$ cat config.mk
export PLATFORM = sky130hd
export DESIGN_NAME = sicc_stepper_indexer
export DESIGN_NICKNAME = d
export VERILOG_FILES = /design/src/core/sicc_pkg.sv /design/src/core/sicc_stepper_indexer.sv
export SDC_FILE = /design/constraint.sdc
export NUM_CORES = 1
export LEC_CHECK = 0
export ABC_AREA = 1
export BUFFER_PORTS_ARGS = -buffer_cell sky130_fd_sc_hd__buf_2
export CORE_MARGIN = 2
export CORE_UTILIZATION = 50
export DETAILED_ROUTE_END_ITERATION = 16
export GPL_ROUTABILITY_DRIVEN = 1
export PLACE_DENSITY = 0.76
export SETUP_SLACK_MARGIN = 0.3
export SYNTH_ARGS = -nofsm -noshare
export SYNTH_HDL_FRONTEND = slang
export SYNTH_SLANG_ARGS = --single-unit
$ cat constraint.sdc
create_clock -name ref_clk -period 2.75 [get_ports ref_clk]
set_input_delay 0.275 -clock ref_clk [delete_from_list [all_inputs] [get_ports ref_clk]]
set_output_delay 0.275 -clock ref_clk [all_outputs]
set_load 0.1 [all_outputs]
$ cat src/core/sicc_pkg.sv
// shared constants and types for the stepper indexer and current chopper
package sicc_pkg;

  // step mode codes, numbered in order from full step to 1/32 step
  typedef enum logic [2:0] {
    SICC_FULL,
    SICC_HALF,
    SICC_QUARTER,
    SICC_EIGHTH,
    SICC_SIXTEENTH,
    SICC_THIRTYSECOND
  } sicc_mode_type;

  // tri-level input encoding: 00 low, 01 high, 1x open
  localparam logic [1:0] TRI_LOW  = 2'h0;
  localparam logic [1:0] TRI_HIGH = 2'h1;
  localparam logic [1:0] TRI_OPEN = 2'h2;

  typedef enum logic [1:0] {
    SICC_DECAY_SLOW,
    SICC_DECAY_FAST,
    SICC_DECAY_MIXED
  } sicc_decay_type;

  // bridge drive codes on the output pins
  localparam logic [1:0] BR_OFF   = 2'h0;
  localparam logic [1:0] BR_FWD   = 2'h1;
  localparam logic [1:0] BR_REV   = 2'h2;
  localparam logic [1:0] BR_BRAKE = 2'h3;

  // 128 microstates per electrical turn, home at 45 degrees
  localparam int          IDX_W    = 7;
  localparam logic [6:0]  IDX_HOME = 7'h10;
  localparam int          AMP_W    = 8;

  // chopper timing at 250 MHz
  localparam int REF_CLK_MHZ     = 250;
  localparam int CHOP_PERIOD_NS  = 50000;
  localparam int BLANK_NS        = 2000;
  localparam int MIXED_FAST_NS   = 18750;
  localparam int CHOP_CYCLES     = CHOP_PERIOD_NS * REF_CLK_MHZ / 1000;
  localparam int BLANK_CYCLES    = (BLANK_NS * REF_CLK_MHZ + 999) / 1000;
  localparam int MIXED_CYCLES    = MIXED_FAST_NS * REF_CLK_MHZ / 1000;

  // status / mask bit positions
  localparam int ST_TRIP_A = 0;
  localparam int ST_TRIP_B = 1;
  localparam int ST_STEP   = 2;
  localparam int ST_W      = 3;

  // register indices on the plain register port
  localparam logic [3:0] REG_STATUS = 4'h0;
  localparam logic [3:0] REG_MASK   = 4'h1;
  localparam logic [3:0] REG_INDEX  = 4'h2;

endpackage : sicc_pkg

$ cat src/core/sicc_stepper_indexer.sv
// indexer, two choppers and status registers of a dual bridge motor driver
//
// The address map and the plain strobed port were left to the implementer.
`timescale 1ns/1ps

// Operation
// - indexer mode: each rising step edge advances one table state
// - direction input picks forward or reverse walk through the table
// - resolutions from full step down to 1/32 step
// - mode decode 00 full,01 half,0Z quarter,10 eighth,11 sixteenth,1Z 1/32
// - mode sampled at each step edge; moves to next valid state of it
// - indexer returns to 45 degree home after reset or leaving sleep
// - sleep low disables bridges, resets logic, ignores all inputs
// - phase/enable, hi pin low: enable pin pwm, slow decay while off
// - phase/enable, hi pin high: enable low puts winding off
// - sense above trip threshold flags overcurrent on that bridge
// - fixed period chop: after trip, decay until period ends
// - slow, fast and mixed decay per winding
// - decay select low slow, high fast, open mixed; may change anytime
// - blanking at drive start ignores trip; sets minimum drive time
// - phase/enable: phase sets polarity, own reference sets magnitude
module sicc_stepper_indexer #(
  parameter int CHOP_LEN  = sicc_pkg::CHOP_CYCLES,
  parameter int BLANK_LEN = sicc_pkg::BLANK_CYCLES,
  parameter int MIXED_LEN = sicc_pkg::MIXED_CYCLES
) (
  input  wire logic                       ref_clk,
  input  wire logic                       rst,
  input  wire logic                       sleep_n_in,
  input  wire logic                       indexer_mode,
  input  wire logic                       step_in,
  input  wire logic                       dir_in,
  input  wire logic [1:0]                 step_mode_sel_lo,
  input  wire logic                       step_mode_sel_hi,
  input  wire logic                       phase_a_in,
  input  wire logic                       phase_b_in,
  input  wire logic                       bridge_enable_a,
  input  wire logic                       bridge_enable_b,
  input  wire logic [1:0]                 decay_sel_a,
  input  wire logic [1:0]                 decay_sel_b,
  input  wire logic                       sense_node_a,
  input  wire logic                       sense_node_b,
  input  wire logic [sicc_pkg::AMP_W-1:0] current_ref_a,
  input  wire logic [sicc_pkg::AMP_W-1:0] current_ref_b,
  input  wire logic [3:0]                 regAddr,
  input  wire logic [31:0]                regWdata,
  input  wire logic                       regWrite,
  input  wire logic                       regRead,
  output logic      [31:0]                regRdata,
  output logic      [1:0]                 bridgeA,
  output logic      [1:0]                 bridgeB,
  output logic                            negA,
  output logic                            negB,
  output logic      [sicc_pkg::AMP_W-1:0] levelA,
  output logic      [sicc_pkg::AMP_W-1:0] levelB,
  output logic                            tripA,
  output logic                            tripB,
  output logic                            irq
);
  import sicc_pkg::*;

  ////////////////////////////////////////////////////////////////////////////
  // quarter-wave sine table, 33 points, 255 = 100 %
  function automatic logic [AMP_W-1:0] sineAt(input logic [5:0] i);
    logic [AMP_W-1:0] s;
    s = 8'h00;
    case (i)
      6'd0:  s = 8'h00; 6'd1:  s = 8'h0D; 6'd2:  s = 8'h19; 6'd3:  s = 8'h26;
      6'd4:  s = 8'h32; 6'd5:  s = 8'h3E; 6'd6:  s = 8'h4A; 6'd7:  s = 8'h56;
      6'd8:  s = 8'h62; 6'd9:  s = 8'h6D; 6'd10: s = 8'h78; 6'd11: s = 8'h83;
      6'd12: s = 8'h8E; 6'd13: s = 8'h98; 6'd14: s = 8'hA2; 6'd15: s = 8'hAB;
      6'd16: s = 8'hB4; 6'd17: s = 8'hBD; 6'd18: s = 8'hC5; 6'd19: s = 8'hCC;
      6'd20: s = 8'hD4; 6'd21: s = 8'hDA; 6'd22: s = 8'hE0; 6'd23: s = 8'hE6;
      6'd24: s = 8'hEB; 6'd25: s = 8'hEF; 6'd26: s = 8'hF3; 6'd27: s = 8'hF6;
      6'd28: s = 8'hF9; 6'd29: s = 8'hFB; 6'd30: s = 8'hFD; 6'd31: s = 8'hFE;
      6'd32: s = 8'hFF;
      default: s = 8'hFF;
    endcase
    return s;
  endfunction : sineAt

  // signed current of winding A at index i (cosine), B is i shifted back 32
  function automatic logic [AMP_W:0] windingAt(input logic [IDX_W-1:0] i);
    logic [5:0] q;
    logic       neg;
    q   = 6'h00;
    neg = 1'b0;
    case (i[6:5])
      2'h0: begin q = 6'd32 - {1'b0, i[4:0]}; neg = 1'b0; end
      2'h1: begin q = {1'b0, i[4:0]}; neg = 1'b1; end
      2'h2: begin q = 6'd32 - {1'b0, i[4:0]}; neg = 1'b1; end
      default: begin q = {1'b0, i[4:0]}; neg = 1'b0; end
    endcase
    return {neg && sineAt(q) != 8'h00, sineAt(q)};
  endfunction : windingAt

  function automatic sicc_decay_type decodeDecay(input logic [1:0] p);
    sicc_decay_type d;
    d = SICC_DECAY_MIXED;
    if (p == TRI_LOW) d = SICC_DECAY_SLOW;
    else if (p == TRI_HIGH) d = SICC_DECAY_FAST;
    return d;
  endfunction : decodeDecay

  ////////////////////////////////////////////////////////////////////////////
  // sleep acts as a second synchronous reset
  wire logic hold = rst || !sleep_n_in;

  logic            stepPrev;
  logic [IDX_W-1:0] index;
  wire logic       stepRise = step_in && !stepPrev;

  wire sicc_mode_type modeNow =
      !step_mode_sel_hi ?
        (step_mode_sel_lo == TRI_LOW  ? SICC_FULL :
         step_mode_sel_lo == TRI_HIGH ? SICC_HALF : SICC_QUARTER) :
        (step_mode_sel_lo == TRI_LOW  ? SICC_EIGHTH :
         step_mode_sel_lo == TRI_HIGH ? SICC_SIXTEENTH
                                      : SICC_THIRTYSECOND);

  // grid spacing in 1/32 microstates; full step sits on odd 45 degree points
  wire logic [IDX_W-1:0] stride =
      modeNow == SICC_FULL    ? 7'h20 : modeNow == SICC_HALF ? 7'h10 :
      modeNow == SICC_QUARTER ? 7'h08 : modeNow == SICC_EIGHTH ? 7'h04 :
      modeNow == SICC_SIXTEENTH ? 7'h02 : 7'h01;
  wire logic [IDX_W-1:0] gridOff = modeNow == SICC_FULL ? IDX_HOME : 7'h00;
  wire logic [IDX_W-1:0] rel     = index - gridOff;
  wire logic [IDX_W-1:0] below   = rel & ~(stride - 7'h01);
  wire logic             onGrid  = below == rel;
  // off-grid forward goes to next point above, reverse to the one below
  wire logic [IDX_W-1:0] fwdRel  = below + stride;
  wire logic [IDX_W-1:0] revRel  = onGrid ? below - stride : below;
  wire logic [IDX_W-1:0] next_index =
      (dir_in ? fwdRel : revRel) + gridOff;

  always_ff @(posedge ref_clk) begin
    if (hold) begin
      stepPrev <= 1'b0;
      index    <= IDX_HOME;
    end else begin
      stepPrev <= step_in;
      if (indexer_mode && stepRise) index <= next_index;
    end
  end

  ////////////////////////////////////////////////////////////////////////////
  // per winding target: indexer table or phase plus own reference
  wire logic [AMP_W:0] tabA = windingAt(index);
  wire logic [AMP_W:0] tabB = windingAt(index - 7'h20);
  wire logic           polA = indexer_mode ? tabA[AMP_W] : !phase_a_in;
  wire logic           polB = indexer_mode ? tabB[AMP_W] : !phase_b_in;
  wire logic [AMP_W-1:0] magA =
      indexer_mode ? tabA[AMP_W-1:0] : current_ref_a;
  wire logic [AMP_W-1:0] magB =
      indexer_mode ? tabB[AMP_W-1:0] : current_ref_b;
  wire logic enA = indexer_mode || bridge_enable_a;
  wire logic enB = indexer_mode || bridge_enable_b;
  wire logic offMode = !indexer_mode && step_mode_sel_hi;

  ////////////////////////////////////////////////////////////////////////////
  // two choppers, one counter each
  logic [31:0] chopCnt [2];
  logic        decaying [2];
  logic [1:0]  drive [2];
  wire logic   senseIn [2];
  wire logic   enIn [2];
  wire logic   polIn [2];
  wire logic [1:0] decaySel [2];
  assign senseIn[0] = sense_node_a;
  assign senseIn[1] = sense_node_b;
  assign enIn[0]    = enA;
  assign enIn[1]    = enB;
  assign polIn[0]   = polA;
  assign polIn[1]   = polB;
  assign decaySel[0] = decay_sel_a;
  assign decaySel[1] = decay_sel_b;

  for (genvar w = 0; w < 2; w++) begin : gChop
    wire logic blanked  = chopCnt[w] < 32'(BLANK_LEN);
    wire logic trip     = senseIn[w] && !blanked && !decaying[w];
    wire logic periodEnd = chopCnt[w] >= 32'(CHOP_LEN - 1);
    wire sicc_decay_type dmode = decodeDecay(decaySel[w]);
    wire logic fastNow = dmode == SICC_DECAY_FAST ||
        (dmode == SICC_DECAY_MIXED && chopCnt[w] < 32'(MIXED_LEN));
    wire logic [1:0] fwdCode = polIn[w] ? BR_REV : BR_FWD;
    wire logic [1:0] fastCode = polIn[w] ? BR_FWD : BR_REV;

    always_ff @(posedge ref_clk) begin
      if (hold) begin
        chopCnt[w]  <= 32'h0000_0000;
        decaying[w] <= 1'b0;
      end else if (!enIn[w]) begin
        chopCnt[w]  <= 32'h0000_0000;
        decaying[w] <= 1'b0;
      end else if (periodEnd) begin
        chopCnt[w]  <= 32'h0000_0000;
        decaying[w] <= 1'b0;
      end else begin
        chopCnt[w] <= chopCnt[w] + 32'h0000_0001;
        if (trip) decaying[w] <= 1'b1;
      end
    end

    always_comb begin
      if (!enIn[w]) drive[w] = offMode ? BR_OFF : BR_BRAKE;
      else if (!decaying[w]) drive[w] = fwdCode;
      else if (fastNow) drive[w] = fastCode;
      else drive[w] = BR_BRAKE;
    end
  end

  ////////////////////////////////////////////////////////////////////////////
  // outputs registered; sleep forces bridges off
  logic [ST_W-1:0] status;
  logic [ST_W-1:0] mask;
  wire logic [ST_W-1:0] events = {indexer_mode && stepRise,
      gChop[1].trip, gChop[0].trip};

  always_ff @(posedge ref_clk) begin
    if (hold) begin
      bridgeA <= BR_OFF;
      bridgeB <= BR_OFF;
      negA    <= 1'b0;
      negB    <= 1'b0;
      levelA  <= 8'h00;
      levelB  <= 8'h00;
      tripA   <= 1'b0;
      tripB   <= 1'b0;
    end else begin
      bridgeA <= drive[0];
      bridgeB <= drive[1];
      negA    <= polA;
      negB    <= polB;
      levelA  <= magA;
      levelB  <= magB;
      tripA   <= gChop[0].trip;
      tripB   <= gChop[1].trip;
    end
  end

  ////////////////////////////////////////////////////////////////////////////
  // register port: status write-one-to-clear, set wins over clear
  wire logic wrStatus = regWrite && regAddr == REG_STATUS;
  wire logic wrMask   = regWrite && regAddr == REG_MASK;
  wire logic [31:0] readMux =
      regAddr == REG_STATUS ? {29'h0, status} :
      regAddr == REG_MASK   ? {29'h0, mask} :
      regAddr == REG_INDEX  ? {25'h0, index} : 32'h0000_0000;

  always_ff @(posedge ref_clk) begin
    if (hold) begin
      status   <= 3'h0;
      mask     <= 3'h0;
      regRdata <= 32'h0000_0000;
    end else begin
      status <= (status & ~(wrStatus ? regWdata[ST_W-1:0] : 3'h0)) | events;
      if (wrMask) mask <= regWdata[ST_W-1:0];
      regRdata <= regRead ? readMux : 32'h0000_0000;
    end
  end

  assign irq = |(status & mask);

endmodule : sicc_stepper_indexer

== Yosys cells after proc, flatten, opt, wreduce, memory -nomap -nowiden ==
Memories as Yosys holds them, arrays and structs flattened.
Index checks and enable logic that the tools add are counted.
Cells by class
  add/sub/neg operators: 10
  magnitude comparators: 6
  mux-type cells: 86
  equal/unequal tests: 18
  reductions and logical operators: 44
  bitwise logic cells: 20
Operator list (number)
  $mux W32: 6
  $add A32 B1 Y32 const B: 2
  $ge A32 B14 Y1 const B: 2
  $lt A32 B13 Y1 const B: 2
  $lt A32 B9 Y1 const B: 2
  $mux W1: 45
  $mux W2: 18
  $mux W3: 7
  $mux W6: 3
  $mux W8: 2
  $reduce_bool A8 Y1: 2
  $eq A2 B1 Y1 const B: 7
  $mux W7: 2
  $logic_and A1 B1 Y1: 13
  $or A1 B1 Y1: 12
  $sub A6 B5 Y6 const A: 2
  $logic_not A2 Y1: 5
  $mux W5: 2
  $reduce_or A2 Y1: 5
  $logic_not A1 Y1: 9
  $eq A2 B2 Y1 const B: 4
  $add A7 B5 Y7: 1
  $add A7 B6 Y7: 1
  $and A7 B7 Y7: 1
  22 further kinds: 29
Word-level totals
  memories: 6
  flip-flop bits (word level): 70
  output and inout port bits: 57
  bits in read-only memories: 2048
  bits of input ports: 73
  bits in writable memories: 66
  logic and storage cells: 205
Memory list
  (name not given): words 64, bits a word 8, rd ports 1, clocked after Yosys merged registers in 0, write ports 0, RTL line sicc_stepper_indexer.sv:67  | case (i)
  (name not given): words 64, bits a word 8, rd ports 1, clocked after Yosys merged registers in 0, write ports 0, RTL line sicc_stepper_indexer.sv:67
  (name not given): words 64, bits a word 8, rd ports 1, clocked after Yosys merged registers in 0, write ports 0, RTL line sicc_stepper_indexer.sv:67
  (name not given): words 64, bits a word 8, rd ports 1, clocked after Yosys merged registers in 0, write ports 0, RTL line sicc_stepper_indexer.sv:67
  chopCnt: words 2, bits a word 32, rd ports 2, clocked after Yosys merged registers in 0, write ports 2, RTL line sicc_stepper_indexer.sv:162  | logic [31:0] chopCnt [2];
  decaying: words 2, bits a word 1, rd ports 2, clocked after Yosys merged registers in 0, write ports 2, RTL line sicc_stepper_indexer.sv:163  | logic decaying [2];

== Logic depth before layout (Yosys ltp) ==
  word-level depth: 17
  mapped depth: 21

== Worst setup path before layout ==
Ideal clock, no wire load.
  kind: input -> register
  start: input port step_mode_sel_hi
  end: register index[6]
  data required time: 2641 ps
  data arrival time: 2782 ps
  path buffers: 1
  slack: -141 ps
  setup time: 109 ps
  stages on the path: 18
  cell sequence: buf_6 nor2_1 inv_1 nor2_1 ha_1 nor2_1 ha_1 inv_1 nor2_1 or3_1 a21oi_1 ha_1 ha_1 xor2_1 a21oi_1 o21ai_1 nand2_1 inv_1
On the way
  word-level cells in the longest chain between the ends: 14
  elaborated cells on any way between the ends: 22
  classes of those cells: add/sub: 5; eq/ne: 5; mux: 9; bitwise: 2; reduce/logical: 1
RTL lines
  from (decl): RTL line sicc_stepper_indexer.sv:34  | input wire logic step_mode_sel_hi,
  $mux W3 *: RTL line sicc_stepper_indexer.sv:114  | !step_mode_sel_hi ?
  $eq A3 B3 Y1: RTL line sicc_stepper_indexer.sv:125  | modeNow == SICC_SIXTEENTH ? 7'h02 : 7'h01;
  $mux W2: RTL line sicc_stepper_indexer.sv:125
  $mux W3: RTL line sicc_stepper_indexer.sv:124  | modeNow == SICC_QUARTER ? 7'h08 : modeNow == SICC_EIGHTH ? 7'h04 :
  $mux W4: RTL line sicc_stepper_indexer.sv:124
  $mux W5: RTL line sicc_stepper_indexer.sv:123  | modeNow == SICC_FULL ? 7'h20 : modeNow == SICC_HALF ? 7'h10 :
  $mux W6: RTL line sicc_stepper_indexer.sv:123
  $sub A6 B1 Y7: RTL line sicc_stepper_indexer.sv:128  | wire logic [IDX_W-1:0] below = rel & ~(stride - 7'h01);
  $not A7 Y7: RTL line sicc_stepper_indexer.sv:128
  $and A7 B7 Y7: RTL line sicc_stepper_indexer.sv:128
  $sub A7 B6 Y7 / $eq A7 B7 Y1 (equally long branches): RTL line sicc_stepper_indexer.sv:132, sicc_stepper_indexer.sv:129
  $mux W7: RTL line sicc_stepper_indexer.sv:132  | wire logic [IDX_W-1:0] revRel = onGrid ? below - stride : below;
  $mux W7: RTL line sicc_stepper_indexer.sv:134  | (dir_in ? fwdRel : revRel) + gridOff;
  $add A7 B5 Y7 *: RTL line sicc_stepper_indexer.sv:134
  to (signal assigned): RTL line sicc_stepper_indexer.sv:142  | if (indexer_mode && stepRise) index <= next_index;
  to (decl): RTL line sicc_stepper_indexer.sv:110  | logic [IDX_W-1:0] index;
Mark *: on every way between the ends. The rest lies on a longest branch, timed or not.
A chain may end at the register's enable or synchronous reset.

== Final worst setup path ==
  start: register index[1]
  end: register index[6]
On the way
  word-level cells in the longest chain between the ends: 6
  elaborated cells on any way between the ends: 8
  classes of those cells: add/sub: 4; eq/ne: 1; mux: 2; bitwise: 1
RTL lines
  $sub A7 B5 Y7 *: RTL line sicc_stepper_indexer.sv:127  | wire logic [IDX_W-1:0] rel = index - gridOff;
  $and A7 B7 Y7: RTL line sicc_stepper_indexer.sv:128
  $sub A7 B6 Y7 / $eq A7 B7 Y1 (equally long branches): RTL line sicc_stepper_indexer.sv:132, sicc_stepper_indexer.sv:129
  $mux W7: RTL line sicc_stepper_indexer.sv:132
  $mux W7 *: RTL line sicc_stepper_indexer.sv:134
  $add A7 B5 Y7 *: RTL line sicc_stepper_indexer.sv:134
Marked as above.

==> impl.org <==
** Route
- Summed over all layers, the routed wires come to 16700 um.
- For this run, the detailed router's first-pass iteration total came to 5.
- Detailed-route via count :: 6379
- Number of DRC violations after detailed-routing iteration 0 :: 472
- Via count normalized by instance count :: 4.88
- Antenna Violating Nets Remaining :: 0
- After detailed routing, the average wire length per cell comes to 12.8 um.
- Detailed-route DRC error count :: 0

** Power and ir drop
- Worst-case vdd ir drop :: 0.000336 V
- Power share of the sequential group :: 44.3%
- Of the total power, the share spent switching nets is 32.6%.
- Of the total power, combinational logic draws 24.3%.
- In this run, the clock network consumes 31.4% of the power.
- Switching power :: 1.38 mW
- Internal Pwr Total :: 2.86 mW
- Power per cell area :: 475 mW/mm^2
- Leak pwr :: 4.26 nW

** Status
- The flow ran to the end, and the final reports show no timing, DRC or antenna violations.

** Logic synthesis
- Number of distinct library cell variants in the gate-level netlist after synthesis :: 47
- A synthesized cell averages 7.61 um^2.
- Among all flip-flop cells after synthesis, the most frequent one is sky130_fd_sc_hd__edfxtp_1.
- Synthesis produced a netlist whose cell count is 881.
- Counting flops with an async set or reset pin after synthesis yields a share of 0%.
- Sequential fraction of the synthesis area :: 43.0%
- In this run, synthesis produced a sequential element count of 111.
- Post-Syn Area :: 0.00671 mm^2
- In this run, synthesis inferred 66 flip-flops with an integrated enable.
- YS warnings :: 0

** STA
- Post-route minimum period :: 2.61 ns
- Maximum achievable frequency :: 0.383 GHz
- Between clock sinks in the finished design, the worst skew comes to 0.0100 ns.
- In the final timing run, aggregate negative setup slack is 0 ns.
- Hold Vio Cnt, Final :: 0
- Slew Limit Fails :: 0
- On the final layout, the worst hold slack is 0.131 ns.
- Unrepaired setup endpoints after global routing :: yes
- Of the available clock period, the critical path in the final layout requires 94.8%.
- Setup violations remaining at the end of the flow were counted as 0.

** Setup path
- Stage delay of the slowest cell on the critical path :: 0.39 ns
- STA classifies the critical path startpoint as a register.
- The worst register-to-register path ends at index[6].
- The setup path with the least slack is of type reg2reg.
- In this run the critical register-to-register path is launched from index[1].
- Worst endpoint required time :: 3.01 ns
- Top fanout value on the critical path :: 4
- The cell family contributing the most delay on the critical path is compound AO/OA/AOI/OAI gates.
- Buffers plus inverters on the worst setup path :: 4
- STA puts the critical path data arrival time at 2.87 ns.
- Worst-case register-to-register setup slack :: 0.14 ns
- Nature of the critical path endpoint :: register
- The slowest stage of the critical path belongs to the cell sky130_fd_sc_hd__dfxtp_4.
- Traced cell by cell, the critical path runs through inv_6 -> nor2_4 -> buf_4 -> fa_2 -> inv_1 -> nor2_2 -> o21ai_2 -> nand2_1 -> nand2_1 -> a21oi_2 -> a21oi_2 -> ha_2 -> ha_4 -> xor2_4 -> a21oi_2 -> o21ai_1 -> nand2_1 -> inv_1.
- Counting cells, the worst reg-to-reg path comes to 18.

** Floorplan
- Placeable core region :: 0.0132 mm^2
- Die X-Extent :: 120 um
- During I/O placement, the number of pins put on the boundary was 130.
- Die Area :: 0.0144 mm^2
- Std-Cell Rows :: 42
- Once the floorplan was initialized, standard cells occupied 50.9% of the core.
- The floorplan step set the die height to 120 um.

** Min path
- The startpoint identified for the worst hold timing path is current_ref_a[4].
- End point of the most critical hold path :: levelA[4]
- Counting instances, the worst hold path has a depth of 3.
- In this run the worst hold path is classified as in2reg.

** Global route
- Total track usage :: 22.4%
- The number of global-route vias before repair is 5740.
- Wire length of the first global-routing pass :: 25500 um
- Grt total ovfl :: 0
- The initial antenna violation count is 0.
- Entering global routing, the biggest net connects 26 pins.

** Placed design
- Once placement finished, the instance area stood at 0.00787 mm^2.
- Count of input and output buffers :: 75
- After legalization and detailed placement, the total HPWL measured 11700 um.
- Final Wtd Congestion :: 0.948

** Clocking
- TritonCTS built the clock tree.
- Clk sinks :: 111
- The number of hold buffers added after CTS was 0.
- Clock input transition at the sequential cells of the worst setup and hold paths :: 0.07 ns
- The root buffer cell chosen for the clock tree is sky130_fd_sc_hd__clkbuf_16.
- Number of buffers on the longest clock path :: 2
- Counting the buffers created by CTS gives 9.
- Clock latency on the worst-skew pair, taken at its later pin, is 0.37 ns.
- H-tree lvl count :: 3

** Finish
- From synthesis to final layout, the design area changed by 33.1%.
- Fraction of layout cells with a size suffix above 1 :: 26.2%
- Final Cell Area :: 0.00893 mm^2
- Number of nets in the layout :: 1228
- Leaving out fill and tap cells, the most frequent cell in the layout is sky130_fd_sc_hd__nand2_1.
- Antenna diode count :: 0
- Highest-count cells in the layout ignoring fill and taps :: sky130_fd_sc_hd__nand2_1 (175), sky130_fd_sc_hd__conb_1 (125), sky130_fd_sc_hd__nor2_1 (103)

** Job
- Max Cap Violations :: 0
-- power groups by stage --
stage | registers [mW] | logic, mW | clock network (mW)
after floorplan | 2.06 | 0.559 | 0
final | 1.88 | 1.03 | 1.33
after detailed placement | 1.92 | 0.862 | 0
after global routing | 1.89 | 1.11 | 1.41
after global placement | 1.91 | 0.857 | 0
after CTS | 1.88 | 0.917 | 1.35
-- cell usage after synthesis (5+ instances only) --
cell / count / area, um^2
sky130_fd_sc_hd__a21oi_1: 41 / 205
sky130_fd_sc_hd__a31oi_1: 7 / 43.8
sky130_fd_sc_hd__buf_4: 25 / 188
sky130_fd_sc_hd__clkbuf_1: 6 / 22.5
sky130_fd_sc_hd__dfxtp_1: 45 / 901
sky130_fd_sc_hd__edfxtp_1: 66 / 1980
sky130_fd_sc_hd__ha_1: 27 / 338
sky130_fd_sc_hd__inv_1: 116 / 435
sky130_fd_sc_hd__nand2_1: 199 / 747
sky130_fd_sc_hd__nand2_2: 10 / 62.6
sky130_fd_sc_hd__nand3_1: 75 / 375
sky130_fd_sc_hd__nand4_1: 12 / 75.1
sky130_fd_sc_hd__nor2_1: 115 / 432
sky130_fd_sc_hd__nor3_1: 11 / 55.1
sky130_fd_sc_hd__nor4_1: 5 / 31.3
sky130_fd_sc_hd__o211ai_1: 14 / 105
sky130_fd_sc_hd__o21ai_0: 36 / 180
sky130_fd_sc_hd__or2_2: 8 / 50.1
sky130_fd_sc_hd__xnor2_1: 5 / 43.8
sky130_fd_sc_hd__xor2_1: 11 / 96.3
-- worst reg2reg max path, cell delays in order (launching register included) --
cell                      delay [ns]
sky130_fd_sc_hd__dfxtp_4        0.39
sky130_fd_sc_hd__inv_6          0.05
sky130_fd_sc_hd__nor2_4         0.17
sky130_fd_sc_hd__buf_4          0.14
sky130_fd_sc_hd__fa_2           0.18
sky130_fd_sc_hd__inv_1          0.05
sky130_fd_sc_hd__nor2_2         0.15
sky130_fd_sc_hd__o21ai_2        0.10
sky130_fd_sc_hd__nand2_1        0.06
sky130_fd_sc_hd__nand2_1        0.10
sky130_fd_sc_hd__a21oi_2        0.18
sky130_fd_sc_hd__a21oi_2        0.05
sky130_fd_sc_hd__ha_2           0.18
sky130_fd_sc_hd__ha_4           0.18
sky130_fd_sc_hd__xor2_4         0.19
sky130_fd_sc_hd__a21oi_2        0.16
sky130_fd_sc_hd__o21ai_1        0.09
sky130_fd_sc_hd__nand2_1        0.06
sky130_fd_sc_hd__inv_1          0.03
-- flip-flops by register name (all words and copies together) (netlist names) --
register and cells:
stepPrev 1, levelB 8, tripB 1, status 3, tripA 1, negA 1
bridgeB 2, bridgeA 2, levelA 8, mask 3, negB 1, regRdata 7
decaying 2, index 7, chopCnt 64
-- per-layer routing --
layer  up-vias  routed length [um]  GRT usage [%]
met4         0                 423           8.82
met5         -                   0              0
met2       227                8050           38.0
met3        43                 992           3.80
met1      2865                7230           28.6
li1       3244                   -              -
-- cell families after synthesis --
| family | share of synthesized area, % |
|---|---|
| DFF | 43.0 |
| other | 0.112 |
| adders and majority gates | 5.33 |
| AOI/OAI and AO/OA | 9.96 |
| and+or+nand+nor | 28.6 |
| buffers and inverters | 11.0 |
| xor gates and xnor gates | 2.09 |
-- timing repair --
item	CTS	global route
cloned	0	1
setup buffers	12	22
setup endpoints to repair	7	8
pin swaps	24	42
hold endpoints to repair	0	0
resized for setup	55	87
-- per-stage QoR --
stage / util [%] / power (mW) / instances / worst slack [ns]
floorplan: - / 2.61 / 1004 / 0.132
global placement: 59.6 / 2.77 / 1257 / -0.0645
detailed placement: 59.6 / 2.78 / 1257 / -0.127
CTS: 63.9 / 4.14 / 1285 / 0.263
global route: 67.7 / 4.41 / 1308 / 0.0728
finish: 67.7 / 4.24 / 1308 / 0.142
-- worst max path at each step --
stage                                   start       end  cells past startpoint
after floorplan              step_mode_sel_hi  index[6]                     18
after global placement    step_mode_sel_lo[1]  index[6]                     19
after detailed placement  step_mode_sel_lo[1]  index[6]                     19
after CTS                            index[3]  index[6]                     17
after global routing                 index[1]  index[6]                     17
final                                index[1]  index[6]                     18
-- cell type report --
cell class	instances	area (um^2)
sequential	111	2900
fill	1113	4260
multi-input combinational	731	4060
clock buffer	12	268
timing repair buffer	152	977
clock inverter	4	33.8
tap	176	220
inverter	122	473
(Power assumes the default switching activity.)
